### src/design/tbb_pkg.sv
// Purpose: Constants for the two-wire bus buffer connection controller
// Assumes: core clock of 10 MHz
// Notes:   Times kept in their own units, cycle counts derived from them
package tbb_pkg;
    localparam int unsigned CLK_HZ          = 10_000_000;
    localparam int unsigned STUCK_MS        = 30;
    localparam int unsigned IDLE_US         = 95;
    localparam int unsigned RECOV_WAIT_US   = 40;
    localparam int unsigned RECOV_CLK_HZ    = 8_500;
    localparam int unsigned RECOV_PULSES    = 16;
    // Least times and periods both round down
    localparam int unsigned STUCK_CYC   = STUCK_MS * (CLK_HZ / 1_000);
    localparam int unsigned IDLE_CYC    = IDLE_US * (CLK_HZ / 1_000_000);
    localparam int unsigned WAIT_CYC    = (RECOV_WAIT_US * (CLK_HZ / 1_000_000));
    localparam int unsigned HALF_CYC    = CLK_HZ / (2 * RECOV_CLK_HZ);
    localparam int unsigned CNT_W       = 24;
    localparam logic        RESET_CONN  = 1'b0;

    typedef enum logic [2:0] {
        TBB_LOCKOUT,
        TBB_WAIT_END,
        TBB_WAIT_CARD,
        TBB_CONNECTED,
        TBB_RECOV_WAIT,
        TBB_RECOV_CLK,
        TBB_STUCK
    } tbb_state_t;
endpackage

### src/design/tbb_top.sv
// Purpose: Connection controller for a hot-insertable two-wire bus buffer
// Assumes: Open-drain lines given as input level plus pull-low enable
// Notes:   Analog offset, precharge level and accelerator current omitted
// How it works
// - Enable low isolates, ready low, no recovery
// - Enable rise after fault connects at once
// - Supply lockout ignores all bus activity
// - Precharge asserted during lockout
// - Stop or idle ends backplane transaction
// - Connect when card lines high; ready high
// - Any low on a pair pulls both
// - Pair high only when all release
// - Card line low runs stuck timer
// - Timer cleared when both card high, in lockout or on enable rise after fault
// - Stuck 30ms opens the connection
// - After 40us, up to 16 recovery clocks
// - Reconnect via start-up conditions again or at once on enable rise
// - Stuck at power-up: recover 30ms after lockout
// - Enable rise after fault restarts timer
// - Accelerators off during recovery clocking
// - Ready tracks connection state
// - Enable high waits for end and card high
`timescale 1ns/1ps
module tbb_top
    import tbb_pkg::*;
#(
    parameter int unsigned STUCK_CYCLES = tbb_pkg::STUCK_CYC,
    parameter int unsigned IDLE_CYCLES  = tbb_pkg::IDLE_CYC
) (
    input  wire logic core_clk,
    input  wire logic rst_b,
    input  wire logic supply_good,
    input  wire logic enable,
    input  wire logic backplane_data_line_i,
    output logic      backplane_data_line_oe,
    input  wire logic backplane_clock_line_i,
    output logic      backplane_clock_line_oe,
    input  wire logic card_data_line_i,
    output logic      card_data_line_oe,
    input  wire logic card_clock_line_i,
    output logic      card_clock_line_oe,
    output logic      ready_oe,
    output logic      precharge_en,
    output logic      accel_en
);
    import tbb_pkg::*;

    // Two-flop synchronisers; first stage read only by second
    logic [5:0] s1_r;
    logic [5:0] s2_r;
    always_ff @(posedge core_clk) begin
        if (!rst_b) begin
            // Supply and enable read low after reset: no false exit or edge
            s1_r <= 6'h0f;
            s2_r <= 6'h0f;
        end else begin
            s1_r <= {supply_good, enable, backplane_data_line_i, backplane_clock_line_i,
                     card_data_line_i, card_clock_line_i};
            s2_r <= s1_r;
        end
    end
    logic sup, en, bd, bc, cd, cc;
    assign {sup, en, bd, bc, cd, cc} = s2_r;

    // Own drive is excluded from the sensed level to avoid a latch-up
    // loop; the sensed level lags our drive by the two sync stages, so
    // the mask is held two cycles past the release.
    logic bd_own_r, bc_own_r, cd_own_r, cc_own_r;
    logic [1:0] bd_hist_r, bc_hist_r, cd_hist_r, cc_hist_r;
    logic bd_ext, bc_ext, cd_ext, cc_ext;
    assign bd_ext = bd | bd_own_r | (|bd_hist_r);
    assign bc_ext = bc | bc_own_r | (|bc_hist_r);
    assign cd_ext = cd | cd_own_r | (|cd_hist_r);
    assign cc_ext = cc | cc_own_r | (|cc_hist_r);

    logic en_d_r, bd_d_r;
    always_ff @(posedge core_clk) begin
        if (!rst_b) begin
            en_d_r <= 1'b0;
            bd_d_r <= 1'b1;
        end else begin
            en_d_r <= en;
            bd_d_r <= bd;
        end
    end
    logic en_rise;
    assign en_rise = en & ~en_d_r;

    tbb_state_t state_r;
    logic       fault_r;
    logic [CNT_W-1:0] idle_cnt_r;
    logic [CNT_W-1:0] stuck_cnt_r;
    logic [CNT_W-1:0] tmr_r;
    logic [4:0]       pulse_cnt_r;
    logic             recov_low_r;

    // Stop: data rises while clock high; idle: both high long enough
    logic stop_seen;
    logic idle_seen;
    assign stop_seen = bd & ~bd_d_r & bc;
    assign idle_seen = (idle_cnt_r >= CNT_W'(IDLE_CYCLES));

    always_ff @(posedge core_clk) begin
        // Idle is timed afresh on each wait, so enable rise waits it out
        if (!rst_b || state_r != TBB_WAIT_END || !en || !(bd && bc))
            idle_cnt_r <= '0;
        else if (!idle_seen)
            idle_cnt_r <= idle_cnt_r + 1'b1;
    end

    logic card_high;
    logic stuck_hit;
    assign card_high = cd & cc;
    assign stuck_hit = (stuck_cnt_r >= CNT_W'(STUCK_CYCLES));

    // Timer runs on any card low, clears with both high, in lockout or on enable rise after fault
    always_ff @(posedge core_clk) begin
        if (!rst_b || state_r == TBB_LOCKOUT)
            stuck_cnt_r <= '0;
        else if (card_high)
            stuck_cnt_r <= '0;
        else if (en_rise && fault_r)
            stuck_cnt_r <= '0;
        else if (!stuck_hit)
            stuck_cnt_r <= stuck_cnt_r + 1'b1;
    end

    always_ff @(posedge core_clk) begin
        if (!rst_b) begin
            state_r     <= TBB_LOCKOUT;
            fault_r     <= 1'b0;
            tmr_r       <= '0;
            pulse_cnt_r <= '0;
            recov_low_r <= 1'b0;
        end else if (!sup) begin
            state_r     <= TBB_LOCKOUT;
            fault_r     <= 1'b0;
            recov_low_r <= 1'b0;
        end else if (!en) begin
            // Isolate; recovery suppressed while low
            recov_low_r <= 1'b0;
            if (state_r != TBB_LOCKOUT && state_r != TBB_STUCK)
                state_r <= TBB_WAIT_END;
        end else if (en_rise && fault_r) begin
            state_r     <= TBB_CONNECTED;
            fault_r     <= 1'b0;
            recov_low_r <= 1'b0;
        end else begin
            unique case (state_r)
                TBB_LOCKOUT: state_r <= TBB_WAIT_END;
                TBB_WAIT_END: begin
                    if (stuck_hit) begin
                        fault_r <= 1'b1;
                        tmr_r   <= '0;
                        state_r <= TBB_RECOV_WAIT;
                    end else if (stop_seen || idle_seen)
                        state_r <= TBB_WAIT_CARD;
                end
                TBB_WAIT_CARD: begin
                    if (stuck_hit) begin
                        fault_r <= 1'b1;
                        tmr_r   <= '0;
                        state_r <= TBB_RECOV_WAIT;
                    end else if (card_high)
                        state_r <= TBB_CONNECTED;
                end
                TBB_CONNECTED: begin
                    if (stuck_hit) begin
                        fault_r <= 1'b1;
                        tmr_r   <= '0;
                        state_r <= TBB_RECOV_WAIT;
                    end
                end
                TBB_RECOV_WAIT: begin
                    if (card_high)
                        state_r <= TBB_WAIT_END;
                    else if (tmr_r >= CNT_W'(WAIT_CYC) - 1'b1) begin
                        tmr_r       <= '0;
                        pulse_cnt_r <= '0;
                        recov_low_r <= 1'b0;
                        state_r     <= TBB_RECOV_CLK;
                    end else
                        tmr_r <= tmr_r + 1'b1;
                end
                TBB_RECOV_CLK: begin
                    if (tmr_r >= CNT_W'(HALF_CYC) - 1'b1) begin
                        tmr_r <= '0;
                        if (!recov_low_r) begin
                            // Data high at end of a high phase ends early
                            if (cd_ext || pulse_cnt_r == 5'(RECOV_PULSES))
                                state_r <= TBB_STUCK;
                            else begin
                                recov_low_r <= 1'b1;
                                pulse_cnt_r <= pulse_cnt_r + 1'b1;
                            end
                        end else
                            recov_low_r <= 1'b0;
                    end else
                        tmr_r <= tmr_r + 1'b1;
                end
                TBB_STUCK: begin
                    if (card_high)
                        state_r <= TBB_WAIT_END;
                end
            endcase
        end
    end

    logic connected;
    assign connected = (state_r == TBB_CONNECTED) && en && sup;

    // Wired-AND of each pair: an outside low drives the far side
    logic bd_pull, bc_pull, cd_pull, cc_pull;
    assign bd_pull = connected & ~cd_ext;
    assign cd_pull = connected & ~bd_ext;
    assign bc_pull = connected & ~cc_ext;
    assign cc_pull = (connected & ~bc_ext) |
                     ((state_r == TBB_RECOV_CLK) & recov_low_r & en);

    always_ff @(posedge core_clk) begin
        if (!rst_b) begin
            bd_own_r <= 1'b0;
            bc_own_r <= 1'b0;
            cd_own_r <= 1'b0;
            cc_own_r <= 1'b0;
            bd_hist_r <= 2'b00;
            bc_hist_r <= 2'b00;
            cd_hist_r <= 2'b00;
            cc_hist_r <= 2'b00;
            backplane_data_line_oe  <= 1'b0;
            backplane_clock_line_oe <= 1'b0;
            card_data_line_oe       <= 1'b0;
            card_clock_line_oe      <= 1'b0;
            ready_oe     <= 1'b1;
            precharge_en <= 1'b1;
            accel_en     <= 1'b0;
        end else begin
            bd_own_r <= bd_pull;
            bc_own_r <= bc_pull;
            cd_own_r <= cd_pull;
            cc_own_r <= cc_pull;
            bd_hist_r <= {bd_hist_r[0], bd_own_r};
            bc_hist_r <= {bc_hist_r[0], bc_own_r};
            cd_hist_r <= {cd_hist_r[0], cd_own_r};
            cc_hist_r <= {cc_hist_r[0], cc_own_r};
            backplane_data_line_oe  <= bd_pull;
            backplane_clock_line_oe <= bc_pull;
            card_data_line_oe       <= cd_pull;
            card_clock_line_oe      <= cc_pull;
            ready_oe     <= ~connected;
            precharge_en <= (state_r == TBB_LOCKOUT) | ~sup;
            accel_en     <= connected & (state_r != TBB_RECOV_CLK);
        end
    end
endmodule // tbb_top

### config.mk
export PLATFORM = sky130hd
export DESIGN_NAME = tbb_top
export DESIGN_NICKNAME = d
export VERILOG_FILES = /design/src/design/tbb_pkg.sv /design/src/design/tbb_top.sv
export SDC_FILE = /design/constraint.sdc
export NUM_CORES = 1
export LEC_CHECK = 0
export BUFFER_PORTS_ARGS = -buffer_cell sky130_fd_sc_hd__buf_2
export CAP_MARGIN = 20
export CELL_PAD_IN_SITES_DETAIL_PLACEMENT = 0
export CELL_PAD_IN_SITES_GLOBAL_PLACEMENT = 2
export CORE_ASPECT_RATIO = 1.5
export CORE_MARGIN = 8
export CORE_UTILIZATION = 42
export DETAILED_ROUTE_END_ITERATION = 16
export GPL_TIMING_DRIVEN = 0
export PLACE_DENSITY = 0.95
export SLEW_MARGIN = 40
export SYNTH_ARGS = -nofsm -noshare
export SYNTH_HDL_FRONTEND = slang
export SYNTH_SLANG_ARGS = --single-unit
export TNS_END_PERCENT = 20
### constraint.sdc
create_clock -name core_clk -period 3.65 [get_ports core_clk]
set_input_delay 0.365 -clock core_clk [delete_from_list [all_inputs] [get_ports core_clk]]
set_output_delay 0.365 -clock core_clk [all_outputs]
set_load 0.005 [all_outputs]
Word-level counts from Yosys, hierarchy flattened
Cells that the tools add are included.

Flip-flop bits (word level): 111. Bits of input ports: 8. Output and inout bits: 7. Word-level logic and storage cells: 155.

Add/subtract/negate cells: 4. Order comparisons: 4. Equal/unequal tests: 24. Multiplexer cells: 35. Bitwise operators: 32. Reductions and logical operators: 34.

Operator list (count): $mux W24 (4); $add A24 B1 Y24 const B (3); $pmux W24 S3 (1); $ge A24 B10 Y1 const B (2); $mux W3 (14); $mux W5 (5); $ge A24 B19 Y1 const B (1); $ge A24 B9 Y1 const B (1); $pmux W3 S7 (1); $ne A4 B4 Y1 const B (5); $reduce_and A9 Y1 (2); $ne A5 B5 Y1 const B (3); $and A1 B1 Y1 (11); $not A1 Y1 (11); $ne A2 B2 Y1 const B (5); $or A1 B1 Y1 (10); $pmux W5 S2 (1); $eq A3 B3 Y1 const B (3); $mux W1 (8); $reduce_bool A2 Y1 (4); $reduce_or A2 Y1 (4); $eq A3 B2 Y1 const B (2); $logic_or A1 B1 Y1 (6); $ne A3 B3 Y1 const B (2); other kinds (16) (24).

Depth between registers and ports, before layout
Word-level depth: 9. Depth in mapped cells: 9. Mapped depth without buffers: 9.

Worst setup path before layout
No wires, ideal clock.

Kind: reg-to-reg. Start: register tmr_r[0]. End: register state_r[2]. Library setup time: 72 ps. Arrival time: 2102 ps. Required time: 3578 ps. Setup slack: 1476 ps. Cell stages (with the launch flop): 9. Path buffers: 0. Period minus slack after synthesis: 2174 ps. Cells stage by stage: dfxtp_1 > ha_1 > and3_1 > or4_1 > a311oi_2 > o2111ai_1 > o21ai_0 > nand2b_1 > mux2i_1.

Word-level cells in the longest chain between the ends: 3. Elaborated cells on any way between the ends: 5. Those cells by class: 2 x order compare; 2 x eq/ne; 1 x reduce/logical.

Ends and longest elaborated chain: start, declared (line tbb_top.sv:93) `logic [CNT_W-1:0] tmr_r;`; start signal, assigned (line tbb_top.sv:183) `tmr_r <= tmr_r + 1'b1;`; start signal, assigned (line tbb_top.sv:199) `tmr_r <= tmr_r + 1'b1;`; $ge A24 B9 Y1 / $ge A24 B10 Y1 (equally long branches) (line tbb_top.sv:177, tbb_top.sv:186); $ne A5 B5 Y1 (no line) / $ne A4 B4 Y1 (equally long branches); $reduce_and A9 Y1 (no line) *; end signal, assigned (line tbb_top.sv:176) `state_r <= TBB_WAIT_END;`; end signal, assigned (line tbb_top.sv:181) `state_r <= TBB_RECOV_CLK;`; end signal, assigned (line tbb_top.sv:191) `state_r <= TBB_STUCK;`; end, declared (line tbb_top.sv:89) `tbb_state_t state_r;`.

Mark *: on every way between the ends. The rest lies on a longest branch, timed or not. A chain may end at the register's enable or synchronous reset.

Worst setup path after layout
Start: register tmr_r[0]. End: register state_r[1].

Same word-level chain as after synthesis.

==> flow_metrics.py <==
metrics = {
    "clock_network": {
        "path_clk_slew_ns": 0.08,
        "cts_setup_buffers": 0,
        "clock_latency_ns": 0.35,
        "cts_repair_resize_count": 0,
        "numCtsBuffers": 9,
        "clk_path_buf_depth": 2,
        "cts_tree": "yes",
        "htree_levels": 3,
        "cts_root_buf": "clkbuf_16",
        "hold_buffers": 0,
        "cts.sinks": 111,
    },
    "die": {
        "coreArea_mm2": 0.0109,
        "ios": 15,
        "start_util": 0.424,
        "core.rowCount": 47,
        "dieArea_mm2": 0.0147,
        "fp.dieH_um": 144,
        "die_width_um": 102,
    },
    "timing": {
        "max_slew.worst_pin.slew_ns": 0.675,
        "final-hold-violation-count": 0,
        "fin_skew_ns": 0.0103,
        "final.setup.tns_ns": 0,
        "fmax_mhz": 402,
        "whs_ns": 0.192,
        "setup_ws_ns": 1.16,
        "setup_viol": 0,
        "post-route-min-period_ns": 2.49,
        "slew_viol_final": 0,
        "slew_headroom": 0.546,
        "rsz0062_at_grt": "no",
        "fin_crit_sh": 0.681,
    },
    "critical_path": {
        "path_cells": "ha_1 > and3_1 > or4_1 > a311oi_2 > o2111ai_1 > o21ai_0 > nand2b_1 > mux2i_1",
        "worstSetupEndpointType": "register",
        "crit_slowest_cell": "or4_1",
        "crit_fanout": 4,
        "crit_required_ns": 3.93,
        "critical_path.max_stage_delay_ns": 0.43,
        "startpoint_type": "register",
        "cp.arrival_ns": 2.76,
        "crit_type": "reg2reg",
    },
    "pwr": {
        "irDropWorstVdd_uv": 246,
        "p_leak_nw": 1.95,
        "total_power_mw": 2.22,
        "power_density_mw_per_mm2": 429,
    },
    "synthesis": {
        "ys_warn_count": 0,
        "postSynth.asyncResetShare": 0,
        "ys_seq_area_frac": 0.482,
        "syn_inst": 516,
        "synth_enable_flop_cells": 0,
        "ys_ff_latch": 111,
        "post_synth.cell_area_avg_um2": 8.94,
        "synthDistinctLibCells": 59,
        "synth_nets": 532,
        "synthFlopType": "dfxtp_1",
        "synth.cell_area_mm2": 0.00461,
    },
    "grt": {
        "grt_max_degree": 21,
        "grt_pass1_wl_um": 15900,
        "grt_pass1_vias": 3499,
        "grt_use_total": 0.135,
        "grt_overflow_total": 0,
        "antenna_found_initial": 0,
    },
    "layout": {
        "seq_area_mm2": 0.00222,
        "drive_above_1_share": 0.0879,
        "mostFrequentLayoutCell": "dfxtp_1",
        "fin_nets": 557,
        "final_util": 0.475,
        "fin_cells": 693,
        "multiInputGateArea_mm2": 0.00224,
        "fill_cells": 1047,
        "syn2layout_area_growth_pct": 12.0,
        "final_cell_mix": "dfxtp_1 (111), nor2_1 (80), nand2_1 (30)",
        "diodes": 0,
        "fin_area_mm2": 0.00517,
    },
    "placement": {
        "routabilityCongestion": 0.856,
        "placed_area_mm2": 0.00487,
        "pre_cts_slack_ns": 1.20,
        "portBuffers": 14,
        "dp_hpwl_um": 6730,
        "dp.cells": 677,
    },
    "detailed_routing": {
        "via_count": 3583,
        "wl_per_cell_um": 13.5,
        "dr.first_iter.drc_count": 149,
        "avgViaCountPerCell": 5.17,
        "ant_nets": 0,
        "first_pass_iters": 4,
        "drc": 0,
        "drt-total-wl_um": 9340,
    },
    "worst_hold_path": {
        "hp-class": "in2reg",
    },
    "outcome": {
        "outcome": "finished clean",
    },
    "run": {
        "maxCapViolCount": 0,
    },
}
-- Yosys cell counts, types with 2 or more instances --
cell type | instances | area share
a31oi_1 | 6 | 0.0081
ha_1 | 8 | 0.022
nand4_1 | 13 | 0.018
buf_6 | 2 | 0.0049
nor2b_1 | 6 | 0.0081
nor4_1 | 13 | 0.018
nor3_1 | 11 | 0.012
inv_1 | 17 | 0.014
nor2_1 | 80 | 0.065
clkbuf_1 | 13 | 0.011
a21boi_1 | 7 | 0.011
a211oi_1 | 3 | 0.0049
o31a_1 | 2 | 0.0038
and2_1 | 29 | 0.039
a21oi_1 | 16 | 0.017
or4_1 | 5 | 0.0081
o21ai_1 | 2 | 0.0022
nand3b_1 | 8 | 0.013
nand2b_1 | 13 | 0.018
o31ai_1 | 3 | 0.0049
nand3_1 | 17 | 0.018
xor2_1 | 16 | 0.030
nand2_1 | 30 | 0.024
a311oi_2 | 2 | 0.0065
o21ai_0 | 19 | 0.021
xnor2_1 | 9 | 0.017
dfxtp_1 | 111 | 0.48
a21o_1 | 2 | 0.0033
mux2i_1 | 2 | 0.0043
and3_1 | 17 | 0.023
a41oi_1 | 4 | 0.0076
and4_1 | 3 | 0.0057
-- area by class of cell --
| cell class | instances | share of cell area |
|---|---|---|
| inverters | 17 | 0.0123 |
| repair buffers | 14 | 0.0136 |
| well taps | 147 | 0.0356 |
| clock buffers | 10 | 0.0462 |
| clock inverters | 6 | 0.0121 |
| flip-flops and latches | 111 | 0.430 |
| plain buffers | 17 | 0.0162 |
| multi-input cells | 371 | 0.434 |
-- logic make-up (layout without fill, tap and decap cells) --
logic type / after synthesis / after routing / synth area share
flops: 111 / 111 / 0.482
buf+inv: 34 / 64 / 0.0320
simple gates: 257 / 257 / 0.295
compound gates: 79 / 79 / 0.118
mux: 2 / 2 / 0.00434
fa+ha+maj: 8 / 8 / 0.0217
xor+xnor: 25 / 25 / 0.0475
-- path summary, 6_finish.rpt --
path                              start          to  slack (ns)  cells past startpoint
setup / recovery               tmr_r[0]  state_r[1]        1.16                      8
hold / removal    backplane_data_line_i     s1_r[3]        0.19                      2
setup reg to reg               tmr_r[0]  state_r[1]        1.16                      8
hold reg to reg                 s1_r[3]     s2_r[3]        0.41                      1
-- power breakdown --
part / total, mW / internal (mW) / switching [mW]
Combinational: 0.0327 / 0.0131 / 0.0196
Sequential: 1.22 / 1.22 / 0.00301
Clock: 0.966 / 0.499 / 0.467
-- critical path: cells and delay by family, from the launching register on --
| kind | cells | cell delay (ns) |
|---|---|---|
| AND/OR/NAND/NOR | 3 | 0.89 |
| multiplexers | 1 | 0.20 |
| adder cells (fa/ha/maj) | 1 | 0.24 |
| AO/OA/AOI/OAI | 3 | 0.75 |
| flip-flops | 1 | 0.34 |
-- registers in the layout (all words and copies together) (netlist names), 2 cells and up --
signal / cells
pulse_cnt_r: 5
s1_r: 6
idle_cnt_r: 24
cc_hist_r: 2
tmr_r: 24
bc_hist_r: 2
cd_hist_r: 2
bd_hist_r: 2
stuck_cnt_r: 24
s2_r: 6
state_r: 3
-- routing by layer --
metal,vias up,global-route usage,routed length (um)
li1,1846,-,-
met1,1677,0.151,4140
met2,45,0.235,4740
met3,15,0.0270,239
met4,0,0.0701,218
met5,-,0,0
No activity file was read; power rests on OpenSTA's default activity.
